==> src/core/rbt_pkg.sv <==
// constants for the registered bus transceiver: widths, register map, fields, resets
// assumes a 32-bit AHB-Lite register bus and byte addresses decoded on the low eight bits
package rbt_pkg;
  localparam int          RBT_DATA_W      = 18;
  localparam int          RBT_PIPE_STAGES = 3;
  localparam int          RBT_LOG_DEPTH   = 4;
  localparam int          RBT_SYNC_CTL_W  = 8;
  localparam int          RBT_ADDR_W      = 8;

  // register byte offsets
  localparam logic [7:0]  RBT_CTRL_OFS    = 8'h00;
  localparam logic [7:0]  RBT_STATUS_OFS  = 8'h04;
  localparam logic [7:0]  RBT_AB_DATA_OFS = 8'h08;
  localparam logic [7:0]  RBT_BA_DATA_OFS = 8'h0C;
  localparam logic [7:0]  RBT_LOG_OFS     = 8'h10;

  // control fields
  localparam int          RBT_CTRL_AB_RUN = 0;
  localparam int          RBT_CTRL_BA_RUN = 1;
  localparam logic [1:0]  RBT_CTRL_RESET  = 2'h3;

  // status fields
  localparam int          RBT_ST_LOG_AVAIL = 0;
  localparam int          RBT_ST_LOG_OVF   = 1;
  localparam int          RBT_ST_SEL       = 2;
  localparam int          RBT_ST_AB_OE     = 3;
  localparam int          RBT_ST_BA_OE     = 4;

  // positions inside the synchronised control vector
  localparam int          RBT_C_OE_AB_N = 0;
  localparam int          RBT_C_OE_BA_N = 1;
  localparam int          RBT_C_CE_AB_N = 2;
  localparam int          RBT_C_CE_BA_N = 3;
  localparam int          RBT_C_CLK_AB  = 4;
  localparam int          RBT_C_CLK1_BA = 5;
  localparam int          RBT_C_CLK2_BA = 6;
  localparam int          RBT_C_SEL     = 7;
  // enables idle high (disabled), clocks and select idle low
  localparam logic [7:0]  RBT_SYNC_CTL_RESET = 8'h0F;

  localparam logic [31:0] RBT_WORD_ZERO = 32'h00000000;
  localparam logic [1:0]  RBT_HRESP_OKAY = 2'h0;
endpackage

==> src/core/rbt_transceiver.sv <==
// registered 18-bit bus transceiver with an AHB-Lite register slave and a capture log
// assumes port pins and the three port clocks are asynchronous to I_REF_CLK and
// much slower than it; the bench resolves the A and B wires from the enables
//
// How it works
// - eighteen bits each way, separate paths
// - own output and clock enable per direction
// - one register from A to B
// - capture on rising edge, enable low only
// - A-to-B register uses only its clock
// - enable high holds output value
// - select picks pipeline or single register
// - select high: second clock loads B
// - select low: three first, one second
// - B-to-A never uses A-to-B clock
//
// The implementer's own choices: the AHB-Lite interface to the registers and the placing of the registers.

// small FIFO with valid and ready on both sides
module rbt_fifo #(
  parameter int WIDTH = 18,
  parameter int DEPTH = 4
) (
  input  wire logic             i_clk,
  input  wire logic             i_reset,
  input  wire logic             i_clk_en,
  input  wire logic             i_in_valid,
  output logic                  o_in_ready,
  input  wire logic [WIDTH-1:0] i_in_data,
  output logic                  o_out_valid,
  input  wire logic             i_out_ready,
  output logic [WIDTH-1:0]      o_out_data
);
  localparam int AW = (DEPTH > 1) ? $clog2(DEPTH) : 1;
  localparam logic [AW:0] DEPTH_CNT = (AW + 1)'(DEPTH);
  localparam logic [AW-1:0] LAST_IDX = AW'(DEPTH - 1);

  logic [WIDTH-1:0] mem_reg [DEPTH];
  logic [AW-1:0]    wr_ptr_reg;
  logic [AW-1:0]    rd_ptr_reg;
  logic [AW:0]      count_reg;
  logic             push;
  logic             pop;

  function automatic logic [AW-1:0] ptr_inc(input logic [AW-1:0] p);
    ptr_inc = (p == LAST_IDX) ? '0 : AW'(p + 1'b1);
  endfunction

  // honest full and empty from the fill count
  assign o_in_ready  = (count_reg != DEPTH_CNT);
  assign o_out_valid = (count_reg != '0);
  assign o_out_data  = mem_reg[rd_ptr_reg];
  assign push        = i_clk_en && i_in_valid && o_in_ready;
  assign pop         = i_clk_en && i_out_ready && o_out_valid;

  // storage array
  always_ff @(posedge i_clk) begin
    if (push) begin
      mem_reg[wr_ptr_reg] <= i_in_data;
    end
  end

  // pointers and count
  always_ff @(posedge i_clk or posedge i_reset) begin
    if (i_reset) begin
      wr_ptr_reg <= '0;
      rd_ptr_reg <= '0;
      count_reg  <= '0;
    end else begin
      if (push) begin
        wr_ptr_reg <= ptr_inc(wr_ptr_reg);
      end
      if (pop) begin
        rd_ptr_reg <= ptr_inc(rd_ptr_reg);
      end
      if (push && !pop) begin
        count_reg <= (AW + 1)'(count_reg + 1'b1);
      end else if (pop && !push) begin
        count_reg <= (AW + 1)'(count_reg - 1'b1);
      end
    end
  end
endmodule

module rbt_transceiver
  import rbt_pkg::*;
#(
  parameter int DATA_W    = RBT_DATA_W,
  parameter int LOG_DEPTH = RBT_LOG_DEPTH
) (
  input  wire logic              I_REF_CLK,
  input  wire logic              I_RESET,
  input  wire logic              I_CLK_EN,
  // AHB-Lite slave
  input  wire logic              I_HSEL,
  input  wire logic [31:0]       I_HADDR,
  input  wire logic [1:0]        I_HTRANS,
  input  wire logic              I_HWRITE,
  input  wire logic [2:0]        I_HSIZE,
  input  wire logic [31:0]       I_HWDATA,
  input  wire logic              I_HREADY,
  output logic                   O_HREADYOUT,
  output logic [1:0]             O_HRESP,
  output logic [31:0]            O_HRDATA,
  // port control pins
  input  wire logic              I_A_TO_B_OUTPUT_ENABLE_N,
  input  wire logic              I_B_TO_A_OUTPUT_ENABLE_N,
  input  wire logic              I_A_TO_B_CLOCK_ENABLE_N,
  input  wire logic              I_B_TO_A_CLOCK_ENABLE_N,
  input  wire logic              I_A_TO_B_CLOCK,
  input  wire logic              I_B_TO_A_FIRST_CLOCK,
  input  wire logic              I_B_TO_A_SECOND_CLOCK,
  input  wire logic              I_PATH_SELECT,
  // two-way data ports
  input  wire logic [DATA_W-1:0] I_A_IN,
  output logic [DATA_W-1:0]      O_A_OUT,
  output logic                   O_A_OE,
  input  wire logic [DATA_W-1:0] I_B_IN,
  output logic [DATA_W-1:0]      O_B_OUT,
  output logic                   O_B_OE,
  // capture log can accept another word
  output logic                   O_LOG_READY
);
  logic [RBT_SYNC_CTL_W-1:0] ctl_s1_reg;
  logic [RBT_SYNC_CTL_W-1:0] ctl_s2_reg;
  logic [RBT_SYNC_CTL_W-1:0] ctl_s3_reg;
  logic [DATA_W-1:0]         a_s1_reg;
  logic [DATA_W-1:0]         a_s2_reg;
  logic [DATA_W-1:0]         b_s1_reg;
  logic [DATA_W-1:0]         b_s2_reg;
  logic [DATA_W-1:0]         ab_reg;
  logic [DATA_W-1:0]         ba_out_reg;
  logic [DATA_W-1:0]         pipe_reg [RBT_PIPE_STAGES];
  logic [1:0]                ctrl_reg;
  logic                      ovf_reg;
  logic [31:0]               rdata_reg;
  logic                      wr_pend_reg;
  logic [7:0]                wr_addr_reg;
  logic                      ab_capture;
  logic                      ba_first_adv;
  logic                      ba_second_load;
  logic                      addr_phase;
  logic                      rd_access;
  logic                      log_pop;
  logic                      log_valid;
  logic                      log_ready;
  logic [DATA_W-1:0]         log_data;
  logic [7:0]                addr_lo;

  function automatic logic rise(input logic now_v, input logic old_v);
    rise = now_v && !old_v;
  endfunction

  // two-flop synchronisers plus one history flop for edge detection
  always_ff @(posedge I_REF_CLK or posedge I_RESET) begin
    if (I_RESET) begin
      ctl_s1_reg <= RBT_SYNC_CTL_RESET;
      ctl_s2_reg <= RBT_SYNC_CTL_RESET;
      ctl_s3_reg <= RBT_SYNC_CTL_RESET;
    end else if (I_CLK_EN) begin
      ctl_s1_reg <= {I_PATH_SELECT, I_B_TO_A_SECOND_CLOCK, I_B_TO_A_FIRST_CLOCK, I_A_TO_B_CLOCK,
                     I_B_TO_A_CLOCK_ENABLE_N, I_A_TO_B_CLOCK_ENABLE_N,
                     I_B_TO_A_OUTPUT_ENABLE_N, I_A_TO_B_OUTPUT_ENABLE_N};
      ctl_s2_reg <= ctl_s1_reg;
      ctl_s3_reg <= ctl_s2_reg;
    end
  end

  // data synchronisers, aligned with the clock samples
  always_ff @(posedge I_REF_CLK or posedge I_RESET) begin
    if (I_RESET) begin
      a_s1_reg <= '0;
      a_s2_reg <= '0;
      b_s1_reg <= '0;
      b_s2_reg <= '0;
    end else if (I_CLK_EN) begin
      a_s1_reg <= I_A_IN;
      a_s2_reg <= a_s1_reg;
      b_s1_reg <= I_B_IN;
      b_s2_reg <= b_s1_reg;
    end
  end

  // per-direction capture strobes, each gated by its own enable
  assign ab_capture     = rise(ctl_s2_reg[RBT_C_CLK_AB], ctl_s3_reg[RBT_C_CLK_AB]) &&
                          !ctl_s2_reg[RBT_C_CE_AB_N] && ctrl_reg[RBT_CTRL_AB_RUN];
  assign ba_first_adv   = rise(ctl_s2_reg[RBT_C_CLK1_BA], ctl_s3_reg[RBT_C_CLK1_BA]) &&
                          !ctl_s2_reg[RBT_C_CE_BA_N] && ctrl_reg[RBT_CTRL_BA_RUN];
  assign ba_second_load = rise(ctl_s2_reg[RBT_C_CLK2_BA], ctl_s3_reg[RBT_C_CLK2_BA]) &&
                          !ctl_s2_reg[RBT_C_CE_BA_N] && ctrl_reg[RBT_CTRL_BA_RUN];

  // A-to-B single register, held while not captured
  always_ff @(posedge I_REF_CLK or posedge I_RESET) begin
    if (I_RESET) begin
      ab_reg <= '0;
    end else if (I_CLK_EN && ab_capture) begin
      ab_reg <= a_s2_reg;
    end
  end

  // B-to-A three-stage front on the first clock
  always_ff @(posedge I_REF_CLK or posedge I_RESET) begin
    if (I_RESET) begin
      for (int i = 0; i < RBT_PIPE_STAGES; i++) begin
        pipe_reg[i] <= '0;
      end
    end else if (I_CLK_EN && ba_first_adv) begin
      pipe_reg[0] <= b_s2_reg;
      for (int i = 1; i < RBT_PIPE_STAGES; i++) begin
        pipe_reg[i] <= pipe_reg[i-1];
      end
    end
  end

  // B-to-A output stage on the second clock, select picks the source
  always_ff @(posedge I_REF_CLK or posedge I_RESET) begin
    if (I_RESET) begin
      ba_out_reg <= '0;
    end else if (I_CLK_EN && ba_second_load) begin
      if (ctl_s2_reg[RBT_C_SEL]) begin
        ba_out_reg <= b_s2_reg;
      end else begin
        ba_out_reg <= pipe_reg[RBT_PIPE_STAGES-1];
      end
    end
  end

  // port drivers; enables high float the port, registers keep running
  assign O_B_OUT = ab_reg;
  assign O_A_OUT = ba_out_reg;
  assign O_B_OE  = !ctl_s2_reg[RBT_C_OE_AB_N];
  assign O_A_OE  = !ctl_s2_reg[RBT_C_OE_BA_N];

  // log of A-to-B captures; a full log drops the word and flags it
  rbt_fifo #(
    .WIDTH (DATA_W),
    .DEPTH (LOG_DEPTH)
  ) u_log (
    .i_clk       (I_REF_CLK),
    .i_reset     (I_RESET),
    .i_clk_en    (I_CLK_EN),
    .i_in_valid  (ab_capture),
    .o_in_ready  (log_ready),
    .i_in_data   (a_s2_reg),
    .o_out_valid (log_valid),
    .i_out_ready (log_pop),
    .o_out_data  (log_data)
  );
  assign O_LOG_READY = log_ready;

  // bus decode; zero wait states, frozen with the clock enable
  assign addr_lo     = I_HADDR[RBT_ADDR_W-1:0];
  assign addr_phase  = I_HSEL && I_HTRANS[1] && I_HREADY;
  assign rd_access   = addr_phase && !I_HWRITE;
  assign log_pop     = rd_access && (addr_lo == RBT_LOG_OFS);
  assign O_HREADYOUT = I_CLK_EN;
  assign O_HRESP     = RBT_HRESP_OKAY;
  assign O_HRDATA    = rdata_reg;

  // write address latch for the data phase
  always_ff @(posedge I_REF_CLK or posedge I_RESET) begin
    if (I_RESET) begin
      wr_pend_reg <= 1'b0;
      wr_addr_reg <= '0;
    end else if (I_CLK_EN) begin
      wr_pend_reg <= addr_phase && I_HWRITE;
      wr_addr_reg <= addr_lo;
    end
  end

  // control register
  always_ff @(posedge I_REF_CLK or posedge I_RESET) begin
    if (I_RESET) begin
      ctrl_reg <= RBT_CTRL_RESET;
    end else if (I_CLK_EN && wr_pend_reg && wr_addr_reg == RBT_CTRL_OFS) begin
      ctrl_reg <= I_HWDATA[1:0];
    end
  end

  // sticky overflow, write one to clear, a new drop wins
  always_ff @(posedge I_REF_CLK or posedge I_RESET) begin
    if (I_RESET) begin
      ovf_reg <= 1'b0;
    end else if (I_CLK_EN) begin
      if (ab_capture && !log_ready) begin
        ovf_reg <= 1'b1;
      end else if (wr_pend_reg && wr_addr_reg == RBT_STATUS_OFS && I_HWDATA[RBT_ST_LOG_OVF]) begin
        ovf_reg <= 1'b0;
      end
    end
  end

  // read data registered in the address phase
  always_ff @(posedge I_REF_CLK or posedge I_RESET) begin
    if (I_RESET) begin
      rdata_reg <= RBT_WORD_ZERO;
    end else if (I_CLK_EN && rd_access) begin
      rdata_reg <= RBT_WORD_ZERO;
      case (addr_lo)
        RBT_CTRL_OFS: begin
          rdata_reg[1:0] <= ctrl_reg;
        end
        RBT_STATUS_OFS: begin
          rdata_reg[RBT_ST_LOG_AVAIL] <= log_valid;
          rdata_reg[RBT_ST_LOG_OVF]   <= ovf_reg;
          rdata_reg[RBT_ST_SEL]       <= ctl_s2_reg[RBT_C_SEL];
          rdata_reg[RBT_ST_AB_OE]     <= O_B_OE;
          rdata_reg[RBT_ST_BA_OE]     <= O_A_OE;
        end
        RBT_AB_DATA_OFS: begin
          rdata_reg[DATA_W-1:0] <= ab_reg;
        end
        RBT_BA_DATA_OFS: begin
          rdata_reg[DATA_W-1:0] <= ba_out_reg;
        end
        RBT_LOG_OFS: begin
          if (log_valid) begin
            rdata_reg[DATA_W-1:0] <= log_data;
          end
        end
        default: begin
          rdata_reg <= RBT_WORD_ZERO;
        end
      endcase
    end
  end
endmodule

==> config.mk <==
export PLATFORM = sky130hd
export DESIGN_NAME = rbt_transceiver
export DESIGN_NICKNAME = d
export VERILOG_FILES = /design/src/core/rbt_pkg.sv /design/src/core/rbt_transceiver.sv
export SDC_FILE = /design/constraint.sdc
export NUM_CORES = 1
export LEC_CHECK = 0
export ABC_AREA = 1
export BUFFER_PORTS_ARGS = -buffer_cell sky130_fd_sc_hd__buf_2
export CAP_MARGIN = 20
export CORE_AREA = 2 2 150 152
export DETAILED_ROUTE_END_ITERATION = 6
export DIE_AREA = 0 0 152 154
export PLACE_DENSITY_LB_ADDON = 0.05
export SLEW_MARGIN = 20
export SYNTH_ARGS = -nofsm -noshare
export SYNTH_HDL_FRONTEND = slang
export SYNTH_SLANG_ARGS = --single-unit
==> constraint.sdc <==
create_clock -name I_REF_CLK -period 9.6 [get_ports I_REF_CLK]
set_clock_uncertainty 0.05 [all_clocks]
set_input_delay 1.44 -clock I_REF_CLK [delete_from_list [all_inputs] [get_ports I_REF_CLK]]
set_output_delay 1.44 -clock I_REF_CLK [all_outputs]
set_load 0.03 [all_outputs]
======== Word level (Yosys, flattened, before mapping) ========
Memories as Yosys holds them, arrays and structs flattened.
Index checks and enable logic that the tools add are counted.
W data, S select, Z words.
cells by class
  $add $sub $neg .......................... 4
  eq/ne operators ......................... 8
  multiplexer cells ....................... 13
  reductions and logical operators ........ 45
operators with widths
  kind                   count
  $pmux W13 S3           1
  $mux W18               2
  $logic_and A1 B1 Y1    28
  $eq A8 B3 Y1 const B   2
  $eq A8 B4 Y1 const B   2
  $logic_not A8 Y1       2
  $pmux W3 S4            1
  $logic_not A1 Y1       11
  $pmux W2 S5            1
  $eq A8 B5 Y1 const B   1
  $mux W3                2
  $add A2 B1 Y2 const B  2
  $eq A2 B2 Y1 const B   2
  $mux W1                4
  $mux W2                2
  $reduce_bool A2 Y1     2
  $add A3 B1 Y3 const B  1
  $ne A3 B3 Y1 const B   1
  $reduce_bool A3 Y1     1
  $sub A3 B1 Y3 const B  1
  $reduce_and A2 Y1      1
word-level totals
  register bits after elaboration ......... 222
  bits in writable memories ............... 72
  bits of input ports ..................... 119
  output and inout bits ................... 74
  word-level logic and storage cells ...... 91
  memories ................................ 1
memory list
  memory         words  width  rd ports  clocked after Yosys merged registers in  wr ports  line                   RTL
  u_log.mem_reg  4      18     1         0                                        1         rbt_transceiver.sv:38  logic [WIDTH-1:0] mem_reg [DEPTH];

======== Depth between registers and ports, before layout ========
Gate-level depths: netlist of run 1.
  depth after elaboration ................. 10
  gate-level depth with buffers ........... 12
  mapped depth without buffers ............ 12

======== Modules after synthesis ========
Synthesis of run 1 repeated with hierarchy kept, for this count alone.
unflattened totals
  cells, all modules ...................... 1234
  area, all modules ....................... 12345.6 um2
modules (own cells, without submodules)
  module           instances  cells each  area each (um2)
  rbt_transceiver  1          961         8976.1
  rbt_fifo         1          273         3369.5

======== Least setup slack after synthesis of run 1 ========
No wires, ideal clock.
  kind .................................... input port to flip-flop
  from .................................... input port I_CLK_EN
  to ...................................... memory u_log.mem_reg[0][0] (enable)
  setup time .............................. 0.393 ns
  arrival time ............................ 2.956 ns
  required time ........................... 9.157 ns
  slack ................................... 6.201 ns
  cell stages on the path ................. 6
  path through ............................ buf_4 > buf_4 > nand3_2 > nor2_2 > inv_1 > nor2_1
on the way
  cells in the longest elaborated chain, start to end .. 4
ends and longest elaborated chain
  what                               line                   RTL
  start: declaration                 rbt_transceiver.sv:93  input wire logic I_CLK_EN,
  $logic_and A1 B1 Y1 (2 in series)  rbt_transceiver.sv:53  assign push = i_clk_en && i_in_valid && o_in_ready;
  net u_log.push                     rbt_transceiver.sv:42  logic push;
  $mux W1                            rbt_transceiver.sv:58  if (push) begin
  $mux W1 (implied by the code)      rbt_transceiver.sv:59  mem_reg[wr_ptr_reg] <= i_in_data;
  end: declaration                   rbt_transceiver.sv:38
The timed path passes the listed nets, and every way through them passes these cells.

======== Worst setup path in the final report of run 1 ========
  from .................................... input port I_CLK_EN
  to ...................................... memory u_log.mem_reg[3][16] (enable)
Same word-level chain as after synthesis.

==> results.md, run 1 <==
- Status: finished clean
- Tcrit/Tclk final: 0.441
- Syn avg cell area: between 9 and 10 um^2
- Startpoint types: input pin
- Multi-input logic area: ~3700 um^2
- Chip height: around 150 um
- Post-Place Cells: between 1500 and 2000
- Hold Slack: 412 ps
- Worst hold-check path type: flip-flop to flip-flop
- Layout area overhead: 13.6%
- Finish-stage setup viols: 0
- Clk buf depth: 3
- RSZ-0062 raised after global routing: false
- Drc violations: 0
- First-pass DRT Iterations: 5
- Post-synth EDFFs: 72
- Crit path max fanout: 80
- Max cap viols: 0
- Worst-Skew Late Latency: around 540 ps
- Seq. cell area: about 7600 um^2
- Min Tclk post-route: ~4200 ps
- # hold bufs at CTS: 0
- Vias in the first global route: between 8000 and 9000
- Sink Count: slightly below 300
- Num CTS Buffers: 30
- Slew Limit Fails: 0
- Met2 Usage GRT: 0.378
- Total GRT Usage: 0.236
- Final Power: approximately 2.7 mW
- First-pass GRT wire length: around 44000 um
- Post-DRT Antenna Nets: 0
- Most used DFF post-synth: dfrtp_1
- WL per Instance: ~17 um
- Initial core utilization: 0.553
- CP required: 9780 ps
- Register area share after synthesis: 0.636
- IO Port Bufs: 118
- Commonest non-fill, non-tap cell in the layout: nand2_1
- Commonest non-fill, non-tap cells in the layout: 413 x nand2_1, 208 x dfrtp_1, 120 x o21ai_0
- # rows: 54
- Post-route setup slack: 5370 ps
- CTS tree: yes
- Routability cong.: roughly 0.78
- Worst hold path depth: 2
- Cts repair resizes: 0
- Core Area: 21700 um^2
- Pwr/cell area: approximately 200 nW/um^2
- Peak supply drop: roughly 0.00016 V
- Mapped Area: roughly 12000 um^2
- Die Area: 23400 um^2
- Die width: roughly 150 um
- DRT iter0 DRCs: between 400 and 500
- Static leakage: between 6 and 7 nW
- DR vias/cell: just over 5
- Share of post-route cells with drive strength above 1: 0.177
- Setup Buffers After CTS: 0
- Hold Fails Final Rpt: 0
- Initial antenna violation count: 0
- Ports: 193
- H-tree levels: 1
- Post-detailed-routing wire length: about 27000 um
- Ys async rst share: 0.752
- M1 GR Usage: 0.335
- Post-layout nets: ~1400
- Antenna Cells: 0
- Busiest grt layer: met2
- R2R cell count: 7
- Root buffer cell: clkbuf_16
- Cell count after synthesis: 1212
- Flops & latches, synth: 290
- DR vias: roughly 8400
- CP Capture Type: flip-flop
- Setup TNS: 0 ps
- Worst path arrival time: approximately 4400 ps
- CTS clock-pin slew for the worst setup and hold paths: around 60 ps
- Place WS: ~4800 ps
- Max reg flops: 72
- Post-route insts no fill: between 1500 and 2000
- Met3 global-route usage: 0.0330
- Fillers: 1861
- Final HPWL DP: 17300 um
- Grt ovf: 0
- Relative slew slack: 0.444
- YS warnings: 0
- FMAX: approximately 240 MHz
- Worst Max-Slew Pin Slew: roughly 830 ps
- Crit path kind: input pin to flip-flop
- Distinct cell type count after synthesis: 36
- Largest net degree at the start of global routing: 92
==> Yosys cell counts, drive strengths merged (5+ instances only) <==
cell type / n / area share
edfxtp: 72 / 0.18
nor2: 82 / 0.028
dfrtp: 208 / 0.43
a21oi: 11 / 0.0046
ha: 6 / 0.0063
a31oi: 18 / 0.0094
inv: 79 / 0.025
buf: 45 / 0.028
o21ai: 128 / 0.053
clkbuf: 29 / 0.0091
mux2: 37 / 0.035
nand2: 418 / 0.13
dfstp: 10 / 0.022
nor3: 5 / 0.0034
nand3: 53 / 0.023
==> final cells by class <==
type,count,area share
clock buffers,47,0.0650
clock inverters,8,0.00670
inverters,81,0.0229
multi-input cells,782,0.270
flip-flops and latches,290,0.560
well taps,280,0.0257
repair buffers,130,0.0501
==> power breakdown <==
part           leakage (nW)  switching, mW  total, mW  internal, mW
logic                  2.66          0.125      0.173        0.0485
clock network         0.477          0.457       1.14         0.683
registers              3.48         0.0457       1.37          1.33
==> metrics by stage <==
stage	utilization	instance area [um^2]
finish	0.628	13600
global route	0.628	13600
CTS	0.628	13600
detailed placement	0.583	12600
global placement	0.583	12600
floorplan	-	12000
==> worst max-delay path: stages <==
cell and delay, ps:
buf_4 590, nand3_2 770, nor2_2 460, inv_1 140, nor2_1 590, buf_4 370
==> cell families after synthesis <==
logic type / count (synthesis) / synth area share
and+or+nand+nor: 561 / 0.188
DFF: 290 / 0.636
AOI/OAI and AO/OA: 159 / 0.0686
buffers and inverters: 155 / 0.0623
muxes: 37 / 0.0347
adders and majority gates: 7 / 0.00793
xor gates and xnor gates: 2 / 0.00146
other: 1 / 0.000313
==> layer usage <==
metal	share of wire	wire length [um]	up-vias
li1	-	-	4097
met1	0.45	12300	3999
met2	0.47	12700	227
met3	0.045	1230	62
met4	0.034	932	0
met5	0	0	-
==> path summary, 6_finish.rpt <==
| kind | start | endpoint | slack [ps] |
|---|---|---|---|
| worst max-delay path | I_CLK_EN | u_log.mem_reg[3][16] | 5370 |
| worst min register to register | ctl_s1_reg[1] | ctl_s1_reg[1] | 410 |
| min in group asynchronous | I_RESET | O_B_OUT[4] | 960 |
| worst max register to register | ctrl_reg[0] | u_log.mem_reg[3][16] | 6300 |
| worst min-delay path | ctl_s1_reg[1] | ctl_s1_reg[1] | 410 |
| max in group asynchronous | I_RESET | u_log.wr_ptr_reg[0] | 6480 |
(Power assumes the default switching activity.)
==> run 2, diff against run 1 <==
==> constraint.sdc (replaced) <==
create_clock -name I_REF_CLK -period 4.1 [get_ports I_REF_CLK]
set_clock_uncertainty 0.05 [all_clocks]
set_input_delay 0.615 -clock I_REF_CLK [delete_from_list [all_inputs] [get_ports I_REF_CLK]]
set_output_delay 0.615 -clock I_REF_CLK [all_outputs]
set_load 0.03 [all_outputs]
==> run 2 against run 1 <==
Compared with the run above: clock-buffer cell count is 5 higher; combinational power is 150% higher; non-clock buffer count is 6 higher; setup slack worse by 4000 ps; hold slack worse by 210 ps; sequential cell count stayed put; global-route usage is 0.44 points higher; first-iteration DRC count is 26% higher; wire length is 2.0% higher; sequential power is 130% higher; clock power is 140% higher; critical endpoint is now O_LOG_READY.
==> results.md, run 2 (synthesis gave the netlist of run 1 again) <==
- Status: finished clean
- Final HPWL DP: 17800 um
- Startpoint types: flip-flop
- First-pass DRT Iterations: 5
- Hold Fails Final Rpt: 0
- Grt ovf: 0
- IO Port Bufs: 118
- # rows: 54
- Commonest non-fill, non-tap cells in the layout: 413 x nand2_1, 208 x dfrtp_1, 120 x o21ai_0
- CP required: about 3400 ps
- Sink Count: 290
- Post-Place Cells: 1569
- Vias in the first global route: roughly 8000
- Ports: 193
- Finish-stage setup viols: 0
- Root buffer cell: clkbuf_16
- Crit path max fanout: 4
- FMAX: about 360 MHz
- First-pass GRT wire length: 44600 um
- Slowest CP cell: nor3_1
- Setup Buffers After CTS: 0
- Share of post-route cells with drive strength above 1: 0.178
- Static leakage: 6.64 nW
- CTS tree: yes
- Min Tclk post-route: roughly 2800 ps
- Pwr/cell area: roughly 460 nW/um^2
- Worst-Skew Late Latency: ~550 ps
- H-tree levels: 1
- Largest net degree at the start of global routing: 88
- Post-layout nets: between 1000 and 1500
- Final Power: 6.33 mW
- Crit path kind: flip-flop to output port
- # hold bufs at CTS: 0
- Post-detailed-routing wire length: 27700 um
- Commonest non-fill, non-tap cell in the layout: nand2_1
- Worst Max-Slew Pin Slew: just under 1000 ps
- Clk buf depth: 3
- Crit-path cells: nor3_1, inv_1, buf_2
- RSZ-0062 raised after global routing: false
- Relative slew slack: 0.355
- CP Capture Type: output port
- Worst path arrival time: around 2100 ps
- Num CTS Buffers: 30
- Top layer in use: met4
- Tcrit/Tclk final: 0.675
- Post-DRT Antenna Nets: 0
- Post-layout util: 0.632
- Total GRT Usage: 0.240
- Layout area overhead: 14.2%
- CTS clock-pin slew for the worst setup and hold paths: 60 ps
- DR vias/cell: 5.17
- Peak supply drop: 0.000394 V
- Antenna Cells: 0
- Initial core utilization: 0.553
- DRT iter0 DRCs: 625
- Slew Limit Fails: 0
- Met1 WL: 12400 um
- Cts repair resizes: 0
- Post-route insts no fill: 1625
- Worst R2R Setup Slack: 1500 ps
- CP peak stage delay: about 800 ps
- Routability cong.: around 0.8
- Met3 routed WL: between 1000 and 1500 um
- Max cap viols: 0
- Core Area: between 20000 and 25000 um^2
- Max reg flops: approximately 70
- Initial antenna violation count: 0
- Drc violations: 0
- Chip height: 154 um
- WL per Instance: roughly 17 um
- Die Area: 23400 um^2
- Worst hold-check path type: input pin to async pin
- Setup TNS: 0 ps
- DR vias: between 8000 and 9000
- Die width: roughly 150 um
- WL met2: 13400 um
[run 2: area by class of cell]
type / instances / area [um^2]
Multi-Input combinational cell: 782 / 3670
Fill cell: 1818 / 7990
Sequential cell: 290 / 7630
Clock inverter: 4 / 68.8
Timing Repair Buffer: 136 / 753
Tap cell: 280 / 350
Inverter: 81 / 308
Clock buffer: 52 / 915
[run 2: critical path, delay by kind of cell, from the launching register on]
| kind | cells | cell delay [ps] |
|---|---|---|
| flops | 1 | 430 |
| simple gates | 1 | 800 |
| buf+inv | 2 | 330 |
[run 2: final timing paths]
check                                     endpoint  cells after the start                     from
worst max-delay path                   O_LOG_READY                      3       u_log.count_reg[0]
worst min-delay path                  a_s2_reg[10]                      2                  I_RESET
worst max register to register  u_log.count_reg[1]                      6       u_log.count_reg[0]
worst min register to register       ctl_s1_reg[3]                      2            ctl_s1_reg[3]
max in group asynchronous             pipe_reg[34]                      3                  I_RESET
min in group I_REF_CLK               ctl_s1_reg[2]                      3  I_A_TO_B_CLOCK_ENABLE_N
[run 2: per-stage QoR]
| stage | cell area (um^2) | worst slack [ps] | hold WS [ps] |
|---|---|---|---|
| finish | 13700 | 1330 | 206 |
| global route | 13700 | 1310 | 205 |
| CTS | 13700 | 1340 | 196 |
| detailed placement | 12700 | 1020 | 405 |
| global placement | 12700 | 1060 | 402 |
| floorplan | 12100 | 603 | 392 |
[run 2: power by group]
group / total, mW / switching [mW] / internal [mW] / leakage [nW]
Combinational: 0.424 / 0.305 / 0.120 / 2.69
Sequential: 3.21 / 0.101 / 3.11 / 3.48
Clock: 2.69 / 1.06 / 1.62 / 0.477
[run 2: routing by layer]
layer  vias up  GRT usage
li1       4108          -
met1      4058      0.339
met2       197      0.402
met3        39     0.0296
met4         0     0.0583
met5         -          0
==> run 3, diff against run 2 <==
--- a/config.mk
+++ b/config.mk
@@ -5,12 +5,12 @@
 export SDC_FILE = /design/constraint.sdc
 export NUM_CORES = 1
 export LEC_CHECK = 0
-export ABC_AREA = 1
+export ABC_AREA = 0
 export BUFFER_PORTS_ARGS = -buffer_cell sky130_fd_sc_hd__buf_2
 export CAP_MARGIN = 20
-export CORE_AREA = 2 2 150 152
+export CORE_AREA = 2 2 148 150
 export DETAILED_ROUTE_END_ITERATION = 6
-export DIE_AREA = 0 0 152 154
+export DIE_AREA = 0 0 150 152
 export PLACE_DENSITY_LB_ADDON = 0.05
 export SLEW_MARGIN = 20
 export SYNTH_ARGS = -nofsm -noshare
==> constraint.sdc (replaced) <==
create_clock -name I_REF_CLK -period 2.7 [get_ports I_REF_CLK]
set_clock_uncertainty 0.05 [all_clocks]
set_input_delay 0.405 -clock I_REF_CLK [delete_from_list [all_inputs] [get_ports I_REF_CLK]]
set_output_delay 0.405 -clock I_REF_CLK [all_outputs]
set_load 0.03 [all_outputs]
==> run 3 against run 2 <==
Compared with the run above: non-clock buffer count rose by 6; sequential cell count did not move; via count fell by 23%; global-route usage fell by 2.6 points; critical endpoint is now u_log.count_reg[2]; final cell count fell by 27%; highest routed layer unchanged; largest power group unchanged; first-iteration DRC count fell by 48%; power rose by 53%.
==> results.md, run 3 <==
- Status: finished clean
- Count leader, synth: dfrtp_1
- Synth area leader: dfrtp_1
- Post-layout nets: 1007
- CTS clock-pin slew for the worst setup and hold paths: roughly 60 ps
- Drc violations: 0
- Chip height: 152 um
- Place WS: 209 ps
- Worst path arrival time: 2760 ps
- Distinct cell type count after synthesis: 44
- Die Area: around 23000 um^2
- Ys async rst share: 0.752
- H-tree levels: 1
- Root buffer cell: clkbuf_16
- Initial core utilization: 0.551
- Die width: about 150 um
- Core Area: 21400 um^2
- Max cap viols: 0
- Share of the synthesized area in the top cell type: 0.443
- Fillers: 1675
- Most used DFF post-synth: dfrtp_1
- Total GRT Usage: 0.214
- Startpoint types: flip-flop
- Cts repair resizes: 0
- Post-detailed-routing wire length: ~23000 um
- Post-DRT Antenna Nets: 0
- Static leakage: 6.10 nW
- Peak supply drop: about 0.00055 V
- WL per Instance: around 20 um
- FMAX: ~430 MHz
- DR vias: around 6500
- Num CTS Buffers: 30
- Vias in the first global route: 6982
- # rows: 54
- Hold Fails Final Rpt: 0
- Slew Limit Fails: 0
- Min Tclk post-route: 2340 ps
- Multi-input logic area: around 3800 um^2
- Clk buf depth: 3
- Initial antenna violation count: 1
- CTS tree: yes
- Final Power: between 9 and 10 mW
- CP required: approximately 3100 ps
- DR vias/cell: roughly 5.5
- Finish-stage setup viols: 0
- Post-layout util: 0.636
- Tcrit/Tclk final: 0.868
- Seq. cell area: between 7000 and 8000 um^2
- Pwr/cell area: slightly above 700 nW/um^2
- Crit path max fanout: 5
- Relative slew slack: 0.487
- Post-synth EDFFs: 72
- First-pass GRT wire length: 38100 um
- DRT iter0 DRCs: around 320
- Ports: 193
- Grt ovf: 0
- RSZ-0062 raised after global routing: false
- Commonest non-fill, non-tap cells in the layout: 208 x dfrtp_1, 175 x mux2_2, 117 x buf_2
- Post-route setup slack: approximately 360 ps
- Layout area overhead: 15.5%
- Crit path kind: flip-flop to flip-flop
- Hold Slack: between 40 and 50 ps
- Register area share after synthesis: 0.649
- Commonest non-fill, non-tap cell in the layout: dfrtp_1
- First-pass DRT Iterations: 5
- Worst Max-Slew Pin Slew: 770 ps
- Worst hold-check path type: input pin to flip-flop
- Final HPWL DP: between 15000 and 20000 um
- YS warnings: 0
- Syn avg cell area: 15.7 um^2
- Largest net degree at the start of global routing: 89
- Max reg flops: 72
- IO Port Bufs: between 100 and 150
- Sink Count: 290
- Mapped Area: roughly 12000 um^2
- Setup TNS: 0 ps
- Share of post-route cells with drive strength above 1: 0.437
- Worst-Skew Late Latency: 540 ps
- Routability cong.: between 0.7 and 0.8
- CP Capture Type: flip-flop
- Cell count after synthesis: between 700 and 800
- Post-synth top cells: 208 x dfrtp_1, 175 x mux2_2, 72 x edfxtp_1, 40 x nor2_1, 36 x mux2i_1
- Top cells by area, synth: dfrtp_1 44%, edfxtp_1 18%, mux2_2 17%
- Flops & latches, synth: 290
-- run 3: report_power, final --
part	internal [mW]	switching, mW	leakage (nW)
clock network	2.30	1.57	0.461
logic	0.350	0.445	2.19
registers	4.79	0.223	3.45
-- run 3: kinds of logic after synthesis --
| group | after synthesis | share of synthesized area |
|---|---|---|
| AND/OR/NAND/NOR | 90 | 0.0405 |
| buffers and inverters | 65 | 0.0343 |
| AO/OA/AOI/OAI | 60 | 0.0302 |
| XOR/XNOR | 3 | 0.00223 |
| adder cells (fa/ha/maj) | 7 | 0.00809 |
| multiplexers | 231 | 0.236 |
| flip-flops | 290 | 0.649 |
| other | 1 | 0.000319 |
-- run 3: critical path, cell delays in order (launching register included) --
cell and delay, ps:
dfrtp_1 430, or3_1 470, nand2_4 130, nor2_4 50
inv_1 60, ha_1 180, inv_1 60, fa_1 390
xor2_1 180, nor2_1 120, xor2_1 150
-- run 3: path summary, 6_finish.rpt --
path	from	end	slack, ps	depth (start not counted)
max in group asynchronous	I_RESET	ctrl_reg[0]	1420	4
hold / removal	I_A_IN[2]	a_s1_reg[2]	40	2
setup reg to reg	u_log.count_reg[0]	u_log.count_reg[2]	360	10
hold reg to reg	ctl_s1_reg[0]	ctl_s2_reg[0]	440	2
setup / recovery	u_log.count_reg[0]	u_log.count_reg[2]	360	10
min in group asynchronous	I_RESET	b_s1_reg[17]	380	3
-- run 3: repair_timing --
item / in CTS / in global routing
hold buffers: 1 / 0
buffers inserted: 0 / 0
endpoints found under the hold margin: 11 / 0
setup endpoints to repair: 0 / 0
-- run 3: metrics by stage --
step,cell area (um^2),cells
after detailed placement,12600,1128
after floorplan,11800,762
after global routing,13600,1184
after global placement,12600,1128
after CTS,13600,1184
final,13600,1185
-- run 3: routing by layer --
metal | vias to the layer above | wire length, um | track usage
met1 | 3355 | 9960 | 0.298
li1 | 2937 | - | -
met3 | 21 | 1680 | 0.0453
met5 | - | 0 | 0
met2 | 164 | 11600 | 0.354
met4 | 0 | 197 | 0.0373
-- run 3: layout make-up --
cell class,instances,share of cell area
Clock buffer,52,0.0681
Multi-Input combinational cell,407,0.279
Tap cell,280,0.0258
Timing Repair Buffer,142,0.0608
Inverter,10,0.00304
Antenna cell,1,0.000184
Clock inverter,3,0.00111
Sequential cell,290,0.562
